## src/core/int_lp_pkg.sv

```systemverilog
// constants for the interrupt and low-power controller
package int_lp_pkg;
  // source indices, priority order (0 highest)
  localparam int NUM_SRC      = 11;
  localparam int SRC_PWD      = 0;
  localparam int SRC_HIGH     = 1;
  localparam int SRC_LVL_B    = 2;
  localparam int SRC_LVL_A    = 3;
  localparam int SRC_SP0_TX   = 4;
  localparam int SRC_SP0_RX   = 5;
  localparam int SRC_EDGE     = 6;
  localparam int SRC_BYTE_DMA     = 7;
  localparam int SRC_SP1_TX   = 8;
  localparam int SRC_SP1_RX   = 9;
  localparam int SRC_TIMER    = 10;
  // vectors
  localparam logic [15:0] VEC_RESET  = 16'h0000;
  localparam logic [15:0] VEC_PWD    = 16'h002C;
  localparam logic [15:0] VEC_HIGH   = 16'h0004;
  localparam logic [15:0] VEC_LVL_B  = 16'h0008;
  localparam logic [15:0] VEC_LVL_A  = 16'h000C;
  localparam logic [15:0] VEC_SP0_TX = 16'h0010;
  localparam logic [15:0] VEC_SP0_RX = 16'h0014;
  localparam logic [15:0] VEC_EDGE   = 16'h0018;
  localparam logic [15:0] VEC_BYTE_DMA   = 16'h001C;
  localparam logic [15:0] VEC_SP1_TX = 16'h0020;
  localparam logic [15:0] VEC_SP1_RX = 16'h0024;
  localparam logic [15:0] VEC_TIMER  = 16'h0028;
  // control register fields
  localparam int CTL_SENSE_ALT_A = 0;
  localparam int CTL_SENSE_ALT_B = 1;
  localparam int CTL_SENSE_HIGH  = 2;
  localparam int CTL_NEST        = 4;
  localparam int CTL_W           = 5;
  // reset values
  localparam logic [NUM_SRC-1:0] MASK_RESET  = 11'h000;
  localparam logic [CTL_W-1:0]   CTL_RESET   = 5'h00;
  localparam logic [6:0]         MODE_STATUS_REG_RESET = 7'h00;
  localparam int STACK_DEPTH = 12;
  // wake delays in input-clock cycles; core clock is twice that rate
  localparam int WAKE_FAST_INPUT_CLOCK_PIN = 400;
  localparam int WAKE_XTAL_INPUT_CLOCK_PIN = 4096;
  localparam int CORE_PER_INPUT_CLOCK_PIN  = 2;
  localparam int WAKE_FAST_CYC   = WAKE_FAST_INPUT_CLOCK_PIN * CORE_PER_INPUT_CLOCK_PIN;
  localparam int WAKE_XTAL_CYC   = WAKE_XTAL_INPUT_CLOCK_PIN * CORE_PER_INPUT_CLOCK_PIN;
  // slow idle divisor codes
  localparam logic [2:0] DIV_NONE = 3'h0;
  localparam logic [2:0] DIV_16   = 3'h1;
  localparam logic [2:0] DIV_32   = 3'h2;
  localparam logic [2:0] DIV_64   = 3'h3;
  localparam logic [2:0] DIV_128  = 3'h4;
  localparam logic [7:0] RATIO_1   = 8'h01;
  localparam logic [7:0] RATIO_16  = 8'h10;
  localparam logic [7:0] RATIO_32  = 8'h20;
  localparam logic [7:0] RATIO_64  = 8'h40;
  localparam logic [7:0] RATIO_128 = 8'h80;
endpackage

```

## src/core/pin_sync.sv

```systemverilog
// two-stage synchroniser with falling-edge detect for one interrupt pin
`timescale 1ns/10ps
module pin_sync (
  // clock and reset
  input  wire logic clk,
  input  wire logic sys_rst,
  // pin side
  input  wire logic pin_n,
  // core side
  output logic      level,
  output logic      fall
);
  logic meta;
  logic stable;
  logic prev;

  // pins idle high, so reset the chain to high to avoid a false edge
  always_ff @(posedge clk) begin
    if (sys_rst) begin
      meta   <= 1'b1;
      stable <= 1'b1;
      prev   <= 1'b1;
    end else begin
      meta   <= pin_n;
      stable <= meta;
      prev   <= stable;
    end
  end

  assign level = ~stable;
  assign fall  = prev & ~stable;
endmodule

```

## src/core/status_stack.sv

```systemverilog
// twelve-deep status stack, registered read data
`timescale 1ns/10ps
module status_stack #(
  parameter int W     = 7,
  parameter int DEPTH = 12
) (
  // clock and reset
  input  wire logic         clk,
  input  wire logic         sys_rst,
  // control
  input  wire logic         push,
  input  wire logic         pop,
  input  wire logic [W-1:0] push_data,
  // status
  output logic      [W-1:0] top_data,
  output logic              empty,
  output logic              full
);
  localparam int PW = $clog2(DEPTH + 1);
  logic [W-1:0]  mem [DEPTH];
  logic [PW-1:0] ptr;

  assign empty = (ptr == '0);
  assign full  = (ptr == PW'(DEPTH));

  always_ff @(posedge clk) begin
    if (sys_rst) begin
      ptr <= '0;
    end else if (push && !full) begin
      ptr <= ptr + 1'b1;
    end else if (pop && !empty) begin
      ptr <= ptr - 1'b1;
    end
  end

  always_ff @(posedge clk) begin
    if (push && !full) begin
      mem[ptr] <= push_data;
    end
  end

  always_ff @(posedge clk) begin
    if (sys_rst) begin
      top_data <= '0;
    end else if (push && !full) begin
      top_data <= push_data;
    end else if (pop && !empty) begin
      // track the new top so the next pop restores the right word
      top_data <= (ptr > PW'(1)) ? mem[ptr - PW'(2)] : '0;
    end
  end
endmodule

```

## src/core/dsp_interrupt_low_power_ctrl.sv

```systemverilog
// interrupt prioritiser, vectoring, nesting and low-power control
`timescale 1ns/10ps
module dsp_interrupt_low_power_ctrl
  import int_lp_pkg::*;
#(
  parameter int WAKE_FAST = WAKE_FAST_CYC,
  parameter int WAKE_XTAL = WAKE_XTAL_CYC
) (
  // clock and reset
  input  wire logic                clk,
  input  wire logic                sys_rst,
  // external pins, active low except the sp1_data_rx data input
  input  wire logic                high_ext_interrupt_n,
  input  wire logic                level_interrupt_a_n,
  input  wire logic                level_interrupt_b_n,
  input  wire logic                edge_interrupt_n,
  input  wire logic                sp1_frame_rx_n,
  input  wire logic                sp1_frame_tx_n,
  input  wire logic                sp1_data_rx,
  input  wire logic                powerdown_request_pin_n,
  // internal requests, one-cycle pulses
  input  wire logic                sp0_tx_req,
  input  wire logic                sp0_rx_req,
  input  wire logic                byte_dma_req,
  input  wire logic                sp1_tx_req,
  input  wire logic                sp1_rx_req,
  input  wire logic                timer_req,
  // second serial port as interrupt pins
  input  wire logic                sp1_as_irq,
  input  wire logic                flag_out_value,
  output logic                     flag_in,
  output logic                     sp1_data_tx,
  // core register writes
  input  wire logic                mask_wr,
  input  wire logic [NUM_SRC-1:0]  mask_wdata,
  input  wire logic                ctl_wr,
  input  wire logic [CTL_W-1:0]    ctl_wdata,
  input  wire logic                force_clear_wr,
  input  wire logic [NUM_SRC-1:0]  force_bits,
  input  wire logic [NUM_SRC-1:0]  clear_bits,
  input  wire logic                global_int_enable_instr,
  input  wire logic                global_int_disable_instr,
  input  wire logic                mode_status_reg_wr,
  input  wire logic [6:0]          mode_status_reg_wdata,
  // core sequencing
  input  wire logic                int_return,
  input  wire logic                idle_instr,
  input  wire logic [2:0]          idle_div,
  input  wire logic                wake_context_select,
  input  wire logic                osc_off_in_pd,
  // to core
  output logic                     int_take,
  output logic [15:0]              int_vector,
  output logic                     core_run,
  output logic                     core_clk_en,
  output logic [7:0]               clk_div_ratio,
  output logic                     context_clear,
  output logic                     powerdown_ack,
  output logic [NUM_SRC-1:0]       interrupt_mask_reg,
  output logic [CTL_W-1:0]         interrupt_control_reg,
  output logic [6:0]               mode_status_reg,
  output logic                     global_enable,
  output logic                     stack_full
);
  typedef enum {RUN, IDLE, PD_ENTER, PD_SLEEP, PD_WAKE} lp_state_e;

  lp_state_e           state;
  logic [NUM_SRC-1:0]  pending;
  logic [NUM_SRC-1:0]  active;
  logic [NUM_SRC-1:0]  edge_latch;
  logic [NUM_SRC-1:0]  req;
  logic [NUM_SRC-1:0]  masked;
  logic [NUM_SRC-1:0]  sel_onehot;
  logic [NUM_SRC-1:0]  preempt_ok;
  logic                mask_block;
  logic                any_sel;
  logic [15:0]         next_vector;
  logic [13:0]         wake_cnt;
  logic [7:0]          div_cnt;
  logic                stk_empty;
  logic [6:0]          stk_top;

  // synchronised pins
  logic lvl_high, fall_high, lvl_a, lvl_b, fall_edge;
  logic lvl_alt_a, fall_alt_a, lvl_alt_b, fall_alt_b, fall_pwd;
  pin_sync u_high (.clk(clk), .sys_rst(sys_rst), .pin_n(high_ext_interrupt_n),
                   .level(lvl_high), .fall(fall_high));
  pin_sync u_lva  (.clk(clk), .sys_rst(sys_rst), .pin_n(level_interrupt_a_n),
                   .level(lvl_a), .fall());
  pin_sync u_lvb  (.clk(clk), .sys_rst(sys_rst), .pin_n(level_interrupt_b_n),
                   .level(lvl_b), .fall());
  pin_sync u_edge (.clk(clk), .sys_rst(sys_rst), .pin_n(edge_interrupt_n),
                   .level(), .fall(fall_edge));
  pin_sync u_alta (.clk(clk), .sys_rst(sys_rst), .pin_n(sp1_frame_rx_n),
                   .level(lvl_alt_a), .fall(fall_alt_a));
  pin_sync u_altb (.clk(clk), .sys_rst(sys_rst), .pin_n(sp1_frame_tx_n),
                   .level(lvl_alt_b), .fall(fall_alt_b));
  pin_sync u_pwd  (.clk(clk), .sys_rst(sys_rst), .pin_n(powerdown_request_pin_n),
                   .level(), .fall(fall_pwd));

  // flag pins when the second port is repurposed
  always_ff @(posedge clk) begin
    if (sys_rst) begin
      flag_in     <= 1'b0;
      sp1_data_tx <= 1'b0;
    end else begin
      flag_in     <= sp1_as_irq ? sp1_data_rx : 1'b0;
      sp1_data_tx <= sp1_as_irq ? flag_out_value : 1'b0;
    end
  end

  // edge events per source; software force rides on the same latch
  logic [NUM_SRC-1:0] edge_evt;
  always_comb begin
    edge_evt = '0;
    edge_evt[SRC_PWD]    = fall_pwd & (state != PD_SLEEP); // a wake edge is no new request
    edge_evt[SRC_HIGH]   = fall_high & interrupt_control_reg[CTL_SENSE_HIGH];
    edge_evt[SRC_EDGE]   = fall_edge;
    edge_evt[SRC_SP0_TX] = sp0_tx_req;
    edge_evt[SRC_SP0_RX] = sp0_rx_req;
    edge_evt[SRC_BYTE_DMA]   = byte_dma_req;
    edge_evt[SRC_TIMER]  = timer_req;
    edge_evt[SRC_SP1_TX] = sp1_as_irq ? (fall_alt_b & interrupt_control_reg[CTL_SENSE_ALT_B])
                                      : sp1_tx_req;
    edge_evt[SRC_SP1_RX] = sp1_as_irq ? (fall_alt_a & interrupt_control_reg[CTL_SENSE_ALT_A])
                                      : sp1_rx_req;
  end

  // latches: set wins over software clear and over acceptance
  always_ff @(posedge clk) begin
    if (sys_rst) begin
      edge_latch <= '0;
    end else begin
      edge_latch <= (edge_latch & ~(force_clear_wr ? clear_bits : '0) & ~(int_take ? sel_onehot : '0))
                    | edge_evt | ((force_clear_wr ? force_bits : '0)
                    & ~(NUM_SRC'(state == PD_SLEEP) << SRC_PWD));
    end
  end

  // level-sensitive terms do not latch
  always_comb begin
    pending = edge_latch;
    pending[SRC_LVL_A] = lvl_a;
    pending[SRC_LVL_B] = lvl_b;
    if (!interrupt_control_reg[CTL_SENSE_HIGH]) begin
      pending[SRC_HIGH] = lvl_high;
    end
    if (sp1_as_irq && !interrupt_control_reg[CTL_SENSE_ALT_B]) begin
      pending[SRC_SP1_TX] = lvl_alt_b;
    end
    if (sp1_as_irq && !interrupt_control_reg[CTL_SENSE_ALT_A]) begin
      pending[SRC_SP1_RX] = lvl_alt_a;
    end
  end

  // power-down ignores the mask
  always_comb begin
    req = pending & interrupt_mask_reg;
    req[SRC_PWD] = pending[SRC_PWD];
  end

  // nesting lets only strictly higher levels in; sequential blocks all while busy
  always_comb begin
    preempt_ok = '0;
    for (int i = 0; i < NUM_SRC; i++) begin
      preempt_ok[i] = 1'b1;
      for (int j = 0; j <= i; j++) begin
        if (active[j]) begin
          preempt_ok[i] = 1'b0;
        end
      end
    end
    if (!interrupt_control_reg[CTL_NEST] && (active != '0)) begin
      preempt_ok = '0;
    end
  end

  assign masked = (global_enable && !mask_block) ? (req & preempt_ok) : '0;

  // lowest index wins
  always_comb begin
    sel_onehot = '0;
    for (int i = NUM_SRC - 1; i >= 0; i--) begin
      if (masked[i]) begin
        sel_onehot = '0;
        sel_onehot[i] = 1'b1;
      end
    end
  end

  assign any_sel = (sel_onehot != '0);

  always_comb begin
    next_vector = VEC_RESET;
    case (1'b1)
      sel_onehot[SRC_PWD]:    next_vector = VEC_PWD;
      sel_onehot[SRC_HIGH]:   next_vector = VEC_HIGH;
      sel_onehot[SRC_LVL_B]:  next_vector = VEC_LVL_B;
      sel_onehot[SRC_LVL_A]:  next_vector = VEC_LVL_A;
      sel_onehot[SRC_SP0_TX]: next_vector = VEC_SP0_TX;
      sel_onehot[SRC_SP0_RX]: next_vector = VEC_SP0_RX;
      sel_onehot[SRC_EDGE]:   next_vector = VEC_EDGE;
      sel_onehot[SRC_BYTE_DMA]:   next_vector = VEC_BYTE_DMA;
      sel_onehot[SRC_SP1_TX]: next_vector = VEC_SP1_TX;
      sel_onehot[SRC_SP1_RX]: next_vector = VEC_SP1_RX;
      sel_onehot[SRC_TIMER]:  next_vector = VEC_TIMER;
      default:                next_vector = VEC_RESET;
    endcase
  end

  // acceptance only while running; idle and slow idle wake here too
  assign int_take = any_sel && ((state == RUN) || (state == IDLE && core_clk_en)) && !stack_full;

  always_ff @(posedge clk) begin
    if (sys_rst) begin
      int_vector <= VEC_RESET;
    end else if (int_take) begin
      int_vector <= next_vector;
    end
  end

  // active levels, popped back on return
  always_ff @(posedge clk) begin
    if (sys_rst) begin
      active <= '0;
    end else if (int_take) begin
      active <= active | sel_onehot;
    end else if (int_return) begin
      active <= active & (active - 1'b1); // newest level is the highest one
    end
  end

  // status stack pushed on each take, popped on return
  status_stack #(.W(7), .DEPTH(STACK_DEPTH)) u_stack (
    .clk(clk), .sys_rst(sys_rst),
    .push(int_take), .pop(int_return && !stk_empty),
    .push_data(mode_status_reg),
    .top_data(stk_top), .empty(stk_empty), .full(stack_full)
  );

  // registers
  always_ff @(posedge clk) begin
    if (sys_rst) begin
      interrupt_mask_reg <= MASK_RESET;
      mask_block         <= 1'b0;
    end else begin
      mask_block <= mask_wr;
      if (mask_wr) begin
        interrupt_mask_reg <= mask_wdata;
      end
    end
  end

  always_ff @(posedge clk) begin
    if (sys_rst) begin
      interrupt_control_reg <= CTL_RESET;
    end else if (ctl_wr) begin
      interrupt_control_reg <= ctl_wdata;
    end
  end

  always_ff @(posedge clk) begin
    if (sys_rst) begin
      global_enable <= 1'b1;
    end else if (global_int_disable_instr) begin
      global_enable <= 1'b0;
    end else if (global_int_enable_instr) begin
      global_enable <= 1'b1;
    end
  end

  always_ff @(posedge clk) begin
    if (sys_rst) begin
      mode_status_reg <= MODE_STATUS_REG_RESET;
    end else if (int_return && !stk_empty) begin
      mode_status_reg <= stk_top;
    end else if (mode_status_reg_wr) begin
      mode_status_reg <= mode_status_reg_wdata;
    end
  end

  // low-power sequencer
  always_ff @(posedge clk) begin
    if (sys_rst) begin
      state         <= RUN;
      wake_cnt      <= '0;
      context_clear <= 1'b0;
    end else begin
      context_clear <= 1'b0;
      case (state)
        RUN: begin
          if (idle_instr) begin
            state <= IDLE;
          end else if (int_take && sel_onehot[SRC_PWD]) begin
            state <= PD_ENTER;
          end
        end
        IDLE: begin
          if (int_take) begin
            state <= sel_onehot[SRC_PWD] ? PD_ENTER : RUN;
          end
        end
        PD_ENTER: state <= PD_SLEEP;
        PD_SLEEP: begin
          if (fall_pwd || (force_clear_wr && force_bits[SRC_PWD])) begin
            state    <= PD_WAKE;
            wake_cnt <= osc_off_in_pd ? 14'(WAKE_XTAL - 1) : 14'(WAKE_FAST - 1);
          end
        end
        PD_WAKE: begin
          if (wake_cnt == '0) begin
            state         <= RUN;
            context_clear <= wake_context_select;
          end else begin
            wake_cnt <= wake_cnt - 1'b1;
          end
        end
        default: state <= RUN;
      endcase
    end
  end

  assign powerdown_ack = (state == PD_SLEEP) || (state == PD_WAKE);
  assign core_run      = (state == RUN);

  // slow idle divider
  always_comb begin
    case (idle_div)
      DIV_16:  clk_div_ratio = RATIO_16;
      DIV_32:  clk_div_ratio = RATIO_32;
      DIV_64:  clk_div_ratio = RATIO_64;
      DIV_128: clk_div_ratio = RATIO_128;
      default: clk_div_ratio = RATIO_1;
    endcase
  end

  logic [7:0] ratio_q;
  always_ff @(posedge clk) begin
    if (sys_rst) begin
      ratio_q <= RATIO_1;
      div_cnt <= '0;
    end else begin
      if (state == RUN && idle_instr) begin
        ratio_q <= clk_div_ratio;
      end
      if (state != IDLE || div_cnt == ratio_q - 1'b1) begin
        div_cnt <= '0;
      end else begin
        div_cnt <= div_cnt + 1'b1;
      end
    end
  end

  assign core_clk_en = (state != IDLE) || (div_cnt == ratio_q - 1'b1);
endmodule

```

## config.mk

```make
export PLATFORM = sky130hd
export DESIGN_NAME = dsp_interrupt_low_power_ctrl
export DESIGN_NICKNAME = d
export VERILOG_FILES = /design/src/core/int_lp_pkg.sv /design/src/core/pin_sync.sv /design/src/core/status_stack.sv /design/src/core/dsp_interrupt_low_power_ctrl.sv
export SDC_FILE = /design/constraint.sdc
export NUM_CORES = 1
export LEC_CHECK = 0
export BUFFER_PORTS_ARGS = -buffer_cell sky130_fd_sc_hd__buf_4
export CAP_MARGIN = 20
export CORE_MARGIN = 1.5
export CORE_UTILIZATION = 50
export CTS_BUF_LIST = sky130_fd_sc_hd__clkbuf_8
export CTS_CLUSTER_DIAMETER = 40
export CTS_CLUSTER_SIZE = 40
export DETAILED_ROUTE_END_ITERATION = 10
export PLACE_DENSITY_LB_ADDON = 0.1
export SYNTH_ARGS = -nofsm -noshare
export SYNTH_HDL_FRONTEND = slang
export SYNTH_SLANG_ARGS = --single-unit
```

## constraint.sdc

```tcl
create_clock -name clk -period 5.6 [get_ports clk]
set_clock_uncertainty 0.05 [all_clocks]
set_input_delay 1.12 -clock clk [delete_from_list [all_inputs] [get_ports clk]]
set_output_delay 1.12 -clock clk [all_outputs]
set_load 0.1 [all_outputs]
```

-- Word level (Yosys, flattened, before mapping)
Memories as Yosys holds them, arrays and structs flattened.
Index checks and enable logic that the tools add are counted.
- bits in registers: 158
- RAM bits: 84
- input bits: 76
- output and inout port bits: 56
- logic and storage cells: 203
- memories: 1
- memory list (memory ; depth ; width ; read ports ; clocked after memory_dff ; wr ports ; line ; RTL):
    u_stack.mem ; 12 ; 7 ; 1 ; 0 ; 1 ; status_stack.sv:20 ; logic [W-1:0] mem [DEPTH];
- add/sub/neg operators: 7
- $lt $le $gt $ge: 1
- equality and inequality tests: 20
- muxes and demuxes: 68
- bitwise logic cells: 31
- reductions and logical operators: 39
- operators with widths (operator ; count):
    $mux 11 ; 18
    $mux 32 ; 5
    $pmux 32 s5 ; 1
    $eq 32x2->1 const B ; 3
    $and 11x11->11 ; 6
    $mux 6 ; 11
    $eq 32x3->1 const B ; 2
    $logic_not 32->1 ; 2
    $mux 7 ; 5
    $or 11x11->11 ; 3
    $eq 32x1->1 const B ; 1
    $eq 32x4->1 const B ; 1
    $ne 32x2->1 const B ; 1
    $ne 32x3->1 const B ; 1
    $pmux 8 s4 ; 1
    $mux 14 ; 2
    $pmux 14 s2 ; 1
    $not 11->11 ; 2
    $reduce_bool 11->1 ; 2
    $mux 1 ; 20
    $logic_not 14->1 ; 1
    $sub 14x1->14 const B ; 1
    $logic_and 1x1->1 ; 13
    $mux 13 ; 1
    27 further kinds ; 62

-- Logic depth before layout (Yosys ltp)
Gate-level depths: netlist (run 1).
- depth after elaboration: 36
- depth in mapped cells: 12
- mapped depth without buffers: 10

-- Hierarchy
From an unflattened synthesis (run 1), not the netlist that was laid out.
- cells, all modules: 815
- area, all modules: 9148.8 um2
- modules (own cells, without submodules) (module ; times used ; cells an instance ; area each (um2) ; sequential area each (um2)):
    dsp_interrupt_low_power_ctrl ; 1 ; 542 ; 4578.1 ; 1641.6
    status_stack ; 1 ; 217 ; 3948.8 ; 2742.6
    pin_sync ; 7 ; 8 ; 88.8 ; 60.1

-- Worst setup path after synthesis (run 1)
Ideal clock, no wire load.
- path type: input port to output port
- start: in idle_div[1]
- end: out clk_div_ratio[4]
- arrival time: 3.381 ns
- data required time: 4.430 ns
- setup slack: 1.049 ns
- stages: 1
- buffers on the path: 0
- cell sequence: nor3b_1
- longest elaborated chain between the ends: 2
- elaborated cells on any way between the ends: 5
- those cells by class: eq/ne: 4; mux: 1
- RTL lines (item ; line ; RTL):
    start: declaration ; dsp_interrupt_low_power_ctrl.sv:48 ; input wire logic [2:0] idle_div,
    $eq 3x3->1 (tied with other cells) ; dsp_interrupt_low_power_ctrl.sv:328 ; case (idle_div)
    $pmux 8 s4 * ; dsp_interrupt_low_power_ctrl.sv:328 ;
    end: declaration ; dsp_interrupt_low_power_ctrl.sv:56 ; output logic [7:0] clk_div_ratio,
Every way passes the cells marked *; elsewhere a longest branch is shown, timed or not.

-- Worst setup path in the final report (run 1)
- start: reg active[0]
- end: out int_take
- longest elaborated chain between the ends: 28
- elaborated cells on any way between the ends: 30
- those cells by class: mux: 24; bitwise: 1; reduce/logical: 5
- RTL lines (item ; line ; RTL):
    start: declaration ; dsp_interrupt_low_power_ctrl.sv:69 ; logic [NUM_SRC-1:0] active;
    start signal: assignment ; dsp_interrupt_low_power_ctrl.sv:227 ; active <= active | sel_onehot;
    start signal: assignment ; dsp_interrupt_low_power_ctrl.sv:229 ; active <= active & (active - 1'b1);
    $mux 1 (11 in series) ; dsp_interrupt_low_power_ctrl.sv:168 ; if (active[j]) begin
    $mux 11 * ; dsp_interrupt_low_power_ctrl.sv:173 ; if (!interrupt_control_reg[CTL_NEST] && (active != '0)) begin
    $and 11x11->11 * ; dsp_interrupt_low_power_ctrl.sv:178 ; assign masked = (global_enable && !mask_block) ? (req & preempt_ok) : '0;
    $mux 11 * ; dsp_interrupt_low_power_ctrl.sv:178 ;
    $mux 11 (10 in series) ; dsp_interrupt_low_power_ctrl.sv:184 ; if (masked[i]) begin
    $mux 11 * ; dsp_interrupt_low_power_ctrl.sv:184 ;
    $reduce_bool 11->1 * ; dsp_interrupt_low_power_ctrl.sv:191 ; assign any_sel = (sel_onehot != '0);
    $logic_and 1x1->1 * (2 in series) ; dsp_interrupt_low_power_ctrl.sv:212 ; assign int_take = any_sel && ((state == RUN) || (state == IDLE && core_clk_en)) && !stack_full;
    end: declaration ; dsp_interrupt_low_power_ctrl.sv:52 ; output logic int_take,
Marks and branches as above.

==> results of run 1 <==
[through the flow]
step / setup slack (ns) / instances / total power, uW / hold slack (ns) / util
3_3_place_gp: 1.38 / 1076 / 3100 / 0.342 / 0.560
6_report: 1.24 / 1109 / 3980 / 0.366 / 0.582
5_1_grt: 1.03 / 1109 / 4170 / 0.392 / 0.582
2_1_floorplan: 1.05 / 792 / 2800 / 0.339 / -
3_5_place_dp: 1.33 / 1076 / 3140 / 0.343 / 0.560
4_1_cts: 1.21 / 1108 / 4000 / 0.366 / 0.582
[worst paths after layout]
| path | to | from | cells after the start |
|---|---|---|---|
| min reg2reg | u_pwd.stable$_SDFF_PP1_ | u_pwd.meta$_SDFF_PP1_ | 1 |
| min | u_pwd.stable$_SDFF_PP1_ | u_pwd.meta$_SDFF_PP1_ | 1 |
| max | int_take | active[0]$_SDFFE_PP0P_ | 8 |
| max reg2reg | u_stack.mem[7][6]$_DFFE_PP_ | active[0]$_SDFFE_PP0P_ | 8 |
[logic make-up after synthesis]
family / after synthesis / share of synthesized area
xor gates and xnor gates: 19 / 0.0192
adders and majority gates: 11 / 0.0158
buffers and inverters: 78 / 0.0442
muxes: 61 / 0.101
and+or+nand+nor: 280 / 0.171
DFF: 196 / 0.549
AOI/OAI and AO/OA: 132 / 0.0994
other: 1 / 0.000432
[cells in the final DEF, fill, tap and decap left out, types with 16 or more instances in the layout]
cell type,n
a211oi_1,25
a21oi_1,46
buf_4,117
clkbuf_8,19
dfxtp_1,112
edfxtp_1,84
inv_1,23
mux2i_1,38
mux4_2,21
nand2_1,47
nand3_1,16
nor2_1,87
nor3_1,27
or2_2,21
[area by class of cell]
class	count	area, um2	share of cell area
tap	225	282	0.0283
sequential	196	4760	0.478
timing repair buffer	117	878	0.0881
inverter	21	78.8	0.00791
clock buffer	19	262	0.0262
clock inverter	13	113	0.0113
multi-input combinational	518	3590	0.360
[power groups by stage]
stage          Combinational, uW  Sequential [uW]  Clock [uW]
6_report                    1300             1810         872
5_1_grt                     1390             1830         949
4_1_cts                     1290             1820         890
3_5_place_dp                1290             1850           0
3_3_place_gp                1270             1840           0
2_1_floorplan                791             2010           0
[routing by layer]
metal | global-route usage | vias up | wire [um]
li1 | - | 3000 | -
met1 | 0.283 | 2986 | 8350
met2 | 0.371 | 212 | 9550
met3 | 0.0518 | 26 | 1090
met4 | 0.0860 | 0 | 420
met5 | 0 | - | 0
[critical path: cells and delay by family, from the launching register on]
family                 cells  cell delay (ns)
flip-flops                 1             0.40
buffers and inverters      2             0.34
AND/OR/NAND/NOR            3             1.29
AO/OA/AOI/OAI              3             0.69
==> impl_metrics.tcl, run 1 <==
set metrics [dict create \
    viasPerCell 5.61 \
    cts_tree "built" \
    drtIter0Drc 419 \
    row_count 48 \
    cp_slowest_cell "or4_4" \
    synth_top_area_frac 0.290 \
    dieArea_um2 18200 \
    crit_path_max_fanout 8 \
    syn-cell-area_um2 8680 \
    p_per_area_nw_per_um2 400 \
    fin_area_um2 9960 \
    n_antenna_cell 0 \
    cp-end-kind "output port" \
    clk_latency_ns 0.47 \
    post-cts-setup-buffers 0 \
    internal_power_uw 2480 \
    seq_area_frac_synth 0.549 \
    routedWlPerCell_um 17.5 \
    synth_top_flop_cell "dfxtp_1" \
    cts_root_buffer "clkbuf_8" \
    tightest_slew_ns 1.08 \
    dp_hpwl_um 13400 \
    crit_path_cell_trace "nor4_4, nand3_2, or4_4, a221oi_2, o21ai_1, a21o_1, inv_2, buf_4" \
    ir_worst_vdd_mv 0.275 \
    status "completed" \
    setup_viol 0 \
    slowest_delay_ns 0.59 \
    grt_antenna_before_repair 0 \
    setup_tns_ns 0 \
    io_pins 132 \
    top_register "u_stack.mem" \
    sw_frac_of_total 0.378 \
    num-nets-final 958 \
    cap_violations 0 \
    setup.worst_path.start_class "register" \
    reg2reg_slack_ns 1.71 \
    clockPowerShare 0.219 \
    yosysMostFrequentCell "dfxtp_1" \
    post_cts_resize_count 0 \
    ys_types 70 \
    p_seq_frac 0.455 \
    fillCellCount 1476 \
    route.detailed.drc 0 \
    synth_area_leaders "edfxtp_1, dfxtp_1, mux4_2, mux2i_1, nor2_1" \
    hold_buffers 0 \
    largest_reg_flops 84 \
    die_x_um 135 \
    grt_pass1_wl_um 31400 \
    drive_above_1_share 0.226 \
    vias 6224 \
    rsz0062_at_grt "false" \
    slew_viol_final 0 \
    placed_area_um2 9580 \
    portBuffers 112 \
    cts_buffers 17 \
    fmax_ghz 0.230 \
    cp_data_required_time_ns 4.43 \
    ys_async_sr_fraction 0 \
    fp.dieH_um 135 \
    ys_top_cells_by_count "dfxtp_1, nor2_1, edfxtp_1" \
    min_period_ns 4.36 \
    yosys.area.top_type "edfxtp_1" \
    routed_wl_um 19400 \
    clk_pin_slew_ns 0.09 \
    p_leak_uw 0.00389 \
    hp-class "reg -> reg" \
    finalHoldViolCount 0 \
    grt_usage 0.223 \
    final_antenna_net_count 0 \
    grt_pass1_vias 6150 \
    firstDrtPassIters 7 \
    synth_cells 778 \
    cts_sinks 196 \
    synth_warnings 0 \
    syn2layout_area_growth_pct 14.8 \
    core_area_um2 17100 \
    cts_buffer_depth 2 \
    p_sw_uw 1500 \
    ys_ff_latch 196 \
    max_slew_margin 0.283 \
    arrival_ns 3.19 \
    avgSynthCellArea_um2 11.2 \
    path_class "reg -> out" \
    place_congestion 0.896 \
    p_comb_frac 0.326 \
    synth_edf_count 84 \
    htree_levels 4 \
    top_regs "u_stack.mem: 84 flops, wake_cnt: 14 flops" \
    grt_max_degree 109 \
    start_util 0.507 \
    finalCritPeriodShare 0.778 \
    overflow 0 \
]
No activity file was read; power rests on OpenSTA's default activity.
==> run 2: changes to the inputs <==
Settings changed: ABC_AREA set to 1.
Clock period 5.6 ns to 3.55 ns, I/O delays scaled along.
==> impl_metrics.tcl, run 2 <==
set metrics [dict create \
    fp.dieH_um 136 \
    clk_pin_slew_ns 0.09 \
    synth_area_leaders "edfxtp_1, dfxtp_1, nor2_1, o21ai_0, nand2_1" \
    yosys.area.top_type "edfxtp_1" \
    post_cts_resize_count 0 \
    num-nets-final 1204 \
    cts_tree "built" \
    ys_top_cells_by_count "nor2_1, nand2_1, dfxtp_1" \
    p_sw_uw 3120 \
    tightest_slew_ns 0.827 \
    p_seq_frac 0.382 \
    fin_area_um2 10300 \
    slowest_delay_ns 0.39 \
    avgSynthCellArea_um2 8.76 \
    cpMostUsedCell "nor2_4" \
    dp_hpwl_um 14400 \
    synth_cells 1003 \
    dieArea_um2 18400 \
    io_pins 132 \
    finalHoldViolCount 0 \
    largest_reg_flops 84 \
    p_leak_uw 0.00430 \
    rsz0062_at_grt "false" \
    grt_pass1_vias 6694 \
    hp-class "reg -> reg" \
    p_per_area_nw_per_um2 719 \
    max_slew_margin 0.445 \
    cts_buffers 17 \
    grt_usage 0.232 \
    hold_buffers 0 \
    final_common_cell "buf_4" \
    ys_types 53 \
    top_regs "u_stack.mem: 84 flops, wake_cnt: 14 flops" \
    internal_power_uw 4310 \
    seq_area_frac_synth 0.542 \
    portBuffers 112 \
    ys_async_sr_fraction 0 \
    cts_buffer_depth 2 \
    synth_warnings 0 \
    cts_sinks 196 \
    final_antenna_net_count 0 \
    synth_top_flop_cell "dfxtp_1" \
    ir_worst_vdd_mv 0.433 \
    vias 7092 \
    regArea_um2 4760 \
    sw_frac_of_total 0.420 \
    drive_above_1_share 0.188 \
    status "completed" \
    place_congestion 0.910 \
    fmax_ghz 0.301 \
    slew_viol_final 0 \
    grt_max_degree 59 \
    crit_path_max_fanout 16 \
    grt_pass1_wl_um 32900 \
    synth_edf_count 84 \
    start_util 0.510 \
    clockPowerShare 0.211 \
    overflow 0 \
    drtIter0Drc 472 \
    syn2layout_area_growth_pct 17.6 \
    fillCellCount 1523 \
    cp_slowest_cell "dfxtp_1" \
    arrival_ns 2.56 \
    final_cell_mix "buf_4, nor2_1, nand2_1" \
    crit_buf_inv 1 \
    firstDrtPassIters 6 \
    die_x_um 136 \
    critPathTopFamily "simple AND/OR/NAND/NOR gates" \
    routedWlPerCell_um 15.2 \
    cp-end-kind "output port" \
    route.detailed.drc 0 \
    setup_viol 0 \
    placed_area_um2 9890 \
    row_count 48 \
    htree_levels 4 \
    synth_top_area_frac 0.287 \
    viasPerCell 5.23 \
    yosysMostFrequentCell "nor2_1" \
    post-cts-setup-buffers 0 \
    syn-cell-area_um2 8790 \
    cap_violations 0 \
    top_register "u_stack.mem" \
    min_period_ns 3.32 \
    path_class "reg -> out" \
    multi_input_area_um2 3460 \
    p_comb_frac 0.407 \
    clk_latency_ns 0.46 \
    ys_ff_latch 196 \
    cp_data_required_time_ns 2.79 \
    crit_path_cell_trace "nor2_4, nand2_4, nor2_4, nand2_2, nand2_4, o21ai_2, nand2_2, nor2_4, nand2_1, nor2_2, nor2_4, a21boi_4, buf_6" \
    setup.worst_path.start_class "register" \
    core_area_um2 17200 \
    setup_tns_ns 0 \
    finalCritPeriodShare 0.936 \
    grt_antenna_before_repair 0 \
    cts_root_buffer "clkbuf_8" \
    n_antenna_cell 0 \
    routed_wl_um 20500 \
]
-- run 2: routing by layer --
metal | vias up | GRT usage | wire length (um)
met3 | 25 | 0.0441 | 900
met4 | 0 | 0.0884 | 461
li1 | 3606 | - | -
met2 | 167 | 0.384 | 9880
met5 | - | 0 | 0
met1 | 3294 | 0.301 | 9290
-- run 2: power groups by stage --
| stage | registers (uW) | clock network, uW | logic (uW) |
|---|---|---|---|
| after floorplan | 3090 | 0 | 2030 |
| after global placement | 2880 | 0 | 2970 |
| after detailed placement | 2890 | 0 | 3010 |
| after CTS | 2840 | 1590 | 3020 |
| after global routing | 2870 | 1680 | 3340 |
| final | 2840 | 1560 | 3030 |
-- run 2: cell type report --
type / count / area share
Sequential cell: 196 / 0.461
Multi-Input combinational cell: 669 / 0.335
Timing Repair Buffer: 136 / 0.0992
Inverter: 97 / 0.0352
Tap cell: 225 / 0.0272
Clock buffer: 18 / 0.0240
Clock inverter: 14 / 0.0182
-- run 2: final timing paths --
path	startpoint	to	slack, ns	depth (start not counted)
worst min register to register	u_high.meta$_SDFF_PP1_	u_high.stable$_SDFF_PP1_	0.37	1
worst max register to register	active[1]$_SDFFE_PP0P_	u_stack.mem[7][4]$_DFFE_PP_	0.63	16
worst max-delay path	active[1]$_SDFFE_PP0P_	int_take	0.23	13
worst min-delay path	u_high.meta$_SDFF_PP1_	u_high.stable$_SDFF_PP1_	0.37	1
-- run 2: logic make-up after synthesis --
group | Yosys count | share of synthesized area
and+or+nand+nor | 400 | 0.206
AOI/OAI and AO/OA | 230 | 0.148
DFF | 196 | 0.542
buffers and inverters | 152 | 0.0748
xor gates and xnor gates | 13 | 0.0130
adders and majority gates | 11 | 0.0157
other | 1 | 0.000427
-- run 2: worst register-to-register path: cells and delay by family, from the launching register on --
family	cells	cell delay (ns)
and+or+nand+nor	12	1.47
buffers and inverters	2	0.43
DFF	1	0.39
AOI/OAI and AO/OA	2	0.30
-- run 2: through the flow --
| step | worst slack, ns | total power [uW] | utilization | instances | hold WS [ns] |
|---|---|---|---|---|---|
| after floorplan | 0.113 | 5120 | - | 1017 | 0.339 |
| after global placement | 0.436 | 5860 | 0.574 | 1323 | 0.342 |
| after detailed placement | 0.428 | 5900 | 0.574 | 1323 | 0.343 |
| after CTS | 0.0901 | 7450 | 0.599 | 1355 | 0.352 |
| after global routing | 0.00851 | 7900 | 0.599 | 1355 | 0.354 |
| final | 0.227 | 7430 | 0.599 | 1355 | 0.366 |
==> run 3: changes to the inputs <==
Settings changed: RECOVER_POWER set to 100.
==> impl_metrics.tcl, run 3 (synthesis results as in run 2) <==
set metrics [dict create \
    portBuffers 112 \
    slew_viol_final 59 \
    finalCritPeriodShare 0.936 \
    arrival_ns 2.56 \
    status "finished, violations left" \
    core_area_um2 17200 \
    critPathTopFamily "compound AO/OA/AOI/OAI gates" \
    p_per_area_nw_per_um2 728 \
    vias 7097 \
    htree_levels 4 \
    viasPerCell 5.24 \
    die_x_um 136 \
    multi_input_area_um2 3440 \
    cts_buffers 17 \
    crit_buf_inv 2 \
    grt_usage 0.232 \
    r2r-end "u_stack.mem[4][4]$_DFFE_PP_" \
    min_period_ns 3.32 \
    p_leak_uw 0.00410 \
    fp.dieH_um 136 \
    hp-class "reg -> reg" \
    regArea_um2 4760 \
    cp_slowest_cell "dfxtp_1" \
    ir_worst_vdd_mv 0.417 \
    cts_root_buffer "clkbuf_8" \
    overflow 0 \
    reg2reg_from "active[1]$_SDFFE_PP0P_" \
    max_slew_margin -0.708 \
    num-nets-final 1204 \
    tightest_slew_ns 2.56 \
    dieArea_um2 18400 \
    p_seq_frac 0.386 \
    fmax_ghz 0.301 \
    drive_above_1_share 0.144 \
    final_cell_mix "nor2_1, nand2_1, dfxtp_1" \
    hold_buffers 0 \
    clk_latency_ns 0.46 \
    p_sw_uw 3120 \
    finish.utilization 0.587 \
    row_count 48 \
    cts_tree "built" \
    internal_power_uw 4250 \
    cp_data_required_time_ns 2.79 \
    p_comb_frac 0.401 \
    final_common_cell "nor2_1" \
    drtIter0Drc 456 \
    path_class "reg -> out" \
    rr_worst_depth 15 \
    top_regs "u_stack.mem: 84 flops, wake_cnt: 14 flops" \
    io_pins 132 \
    start_util 0.510 \
    sw_frac_of_total 0.423 \
    grt_pass1_vias 6694 \
    cp-end-kind "output port" \
    setup_tns_ns 0 \
    cts_buffer_depth 2 \
    post-cts-setup-buffers 0 \
    fillCellCount 1565 \
    cts_sinks 196 \
    grt_antenna_before_repair 0 \
    grt_max_degree 59 \
    setup_viol 0 \
    syn2layout_area_growth_pct 15.2 \
    holdPathStages 1 \
    grt_pass1_wl_um 32900 \
    whs_endpoint "u_high.stable$_SDFF_PP1_" \
    finalHoldViolCount 0 \
    reg2reg_slack_ns 0.33 \
    cap_violations 1 \
    violations "max-capacitance violations, max-slew violations" \
    slowest_delay_ns 0.37 \
    final_antenna_net_count 0 \
    firstDrtPassIters 5 \
    setup.worst_path.start_class "register" \
    routed_wl_um 20600 \
    clockPowerShare 0.213 \
    largest_reg_flops 84 \
    crit_path_max_fanout 3 \
    hold_start "u_high.meta$_SDFF_PP1_" \
    place_congestion 0.910 \
    top_register "u_stack.mem" \
    clk_pin_slew_ns 0.10 \
    n_antenna_cell 0 \
    crit_path_cell_trace "inv_1, ha_1, xnor2_1, xor2_1, nor3_1, nand3_1, a21oi_2, a21boi_4, buf_6" \
    rsz0062_at_grt "false" \
    dp_hpwl_um 14400 \
    route.detailed.drc 0 \
    routedWlPerCell_um 15.2 \
]
## run 3: cell types whose count changed in the layout (fill, tap and decap cells not counted)
cell and change:
nand2_4 -1, o21ai_0 +7, clkbuf_2 +8, or2_0 +1, or2_1 -1, nor2_4 -1, o21ai_1 -7, clkbuf_1 +47
nand2_2 -1, nor2_1 +1, buf_4 -55, nand2_1 +2
## run 3: power groups by stage
stage | clock, uW | sequential [uW] | combinational (uW)
6_report | 1570 | 2840 | 2960
5_1_grt | 1680 | 2880 | 3270
4_1_cts | 1590 | 2840 | 3020
3_5_place_dp | 0 | 2890 | 3010
3_3_place_gp | 0 | 2880 | 2970
2_1_floorplan | 0 | 3090 | 2030
## run 3: metal layers
metal  GRT usage  up-vias  routed length (um)
met1       0.301     3273                9300
met2       0.384      193                9840
met5           0        -                   0
li1            -     3608                   -
met3      0.0441       23                 978
met4      0.0884        0                 449
## run 3: per-stage QoR
stage / area [um2] / std cells / hold slack [ns] / power, uW / worst slack (ns)
final: 10100 / 1355 / 0.366 / 7360 / 0.229
after global routing: 10100 / 1355 / 0.354 / 7830 / 0.00852
after CTS: 10300 / 1355 / 0.352 / 7450 / 0.0901
after detailed placement: 9890 / 1323 / 0.343 / 5900 / 0.428
after global placement: 9890 / 1323 / 0.342 / 5860 / 0.436
after floorplan: 8880 / 1017 / 0.339 / 5120 / 0.113
## run 3: how the worst max path moves through the flow
stage | startpoint | end | slack [ns] | cells past startpoint
2_1_floorplan | state[0]$_SDFFE_PP0P_ | int_take | 0.11 | 5
3_3_place_gp | sp1_as_irq | int_take | 0.44 | 12
3_5_place_dp | sp1_as_irq | int_take | 0.43 | 12
4_1_cts | ratio_q[0]$_SDFFE_PP1P_ | int_take | 0.09 | 9
5_1_grt | ratio_q[0]$_SDFFE_PP1P_ | int_take | 0.009 | 9
6_report | ratio_q[0]$_SDFFE_PP1P_ | int_take | 0.23 | 9
## run 3: final cells by class
class                           count  share of cell area
Sequential cell                   196               0.471
Multi-Input combinational cell    669               0.340
Timing Repair Buffer              136              0.0819
Inverter                           97              0.0360
Tap cell                          225              0.0278
Clock buffer                       18              0.0245
Clock inverter                     14              0.0186
## run 3: what timing repair did
item                       CTS  global route
setup endpoints to repair    0             1
hold endpoints to repair     0             0
resized for setup            0             1
## run 3: worst register-to-register path, stage by stage (launching register included)
cell      delay [ns]
dfxtp_1         0.39
nor2_4          0.08
nand2_4         0.09
nor2_4          0.05
nand2_2         0.09
nand2_4         0.12
o21ai_2         0.12
nand2_2         0.13
nor2_4          0.21
nand2_1         0.09
nor2_2          0.18
nor2_1          0.12
nand2_1         0.11
nand2_2         0.38
nor3_1          0.29
clkbuf_1        0.39
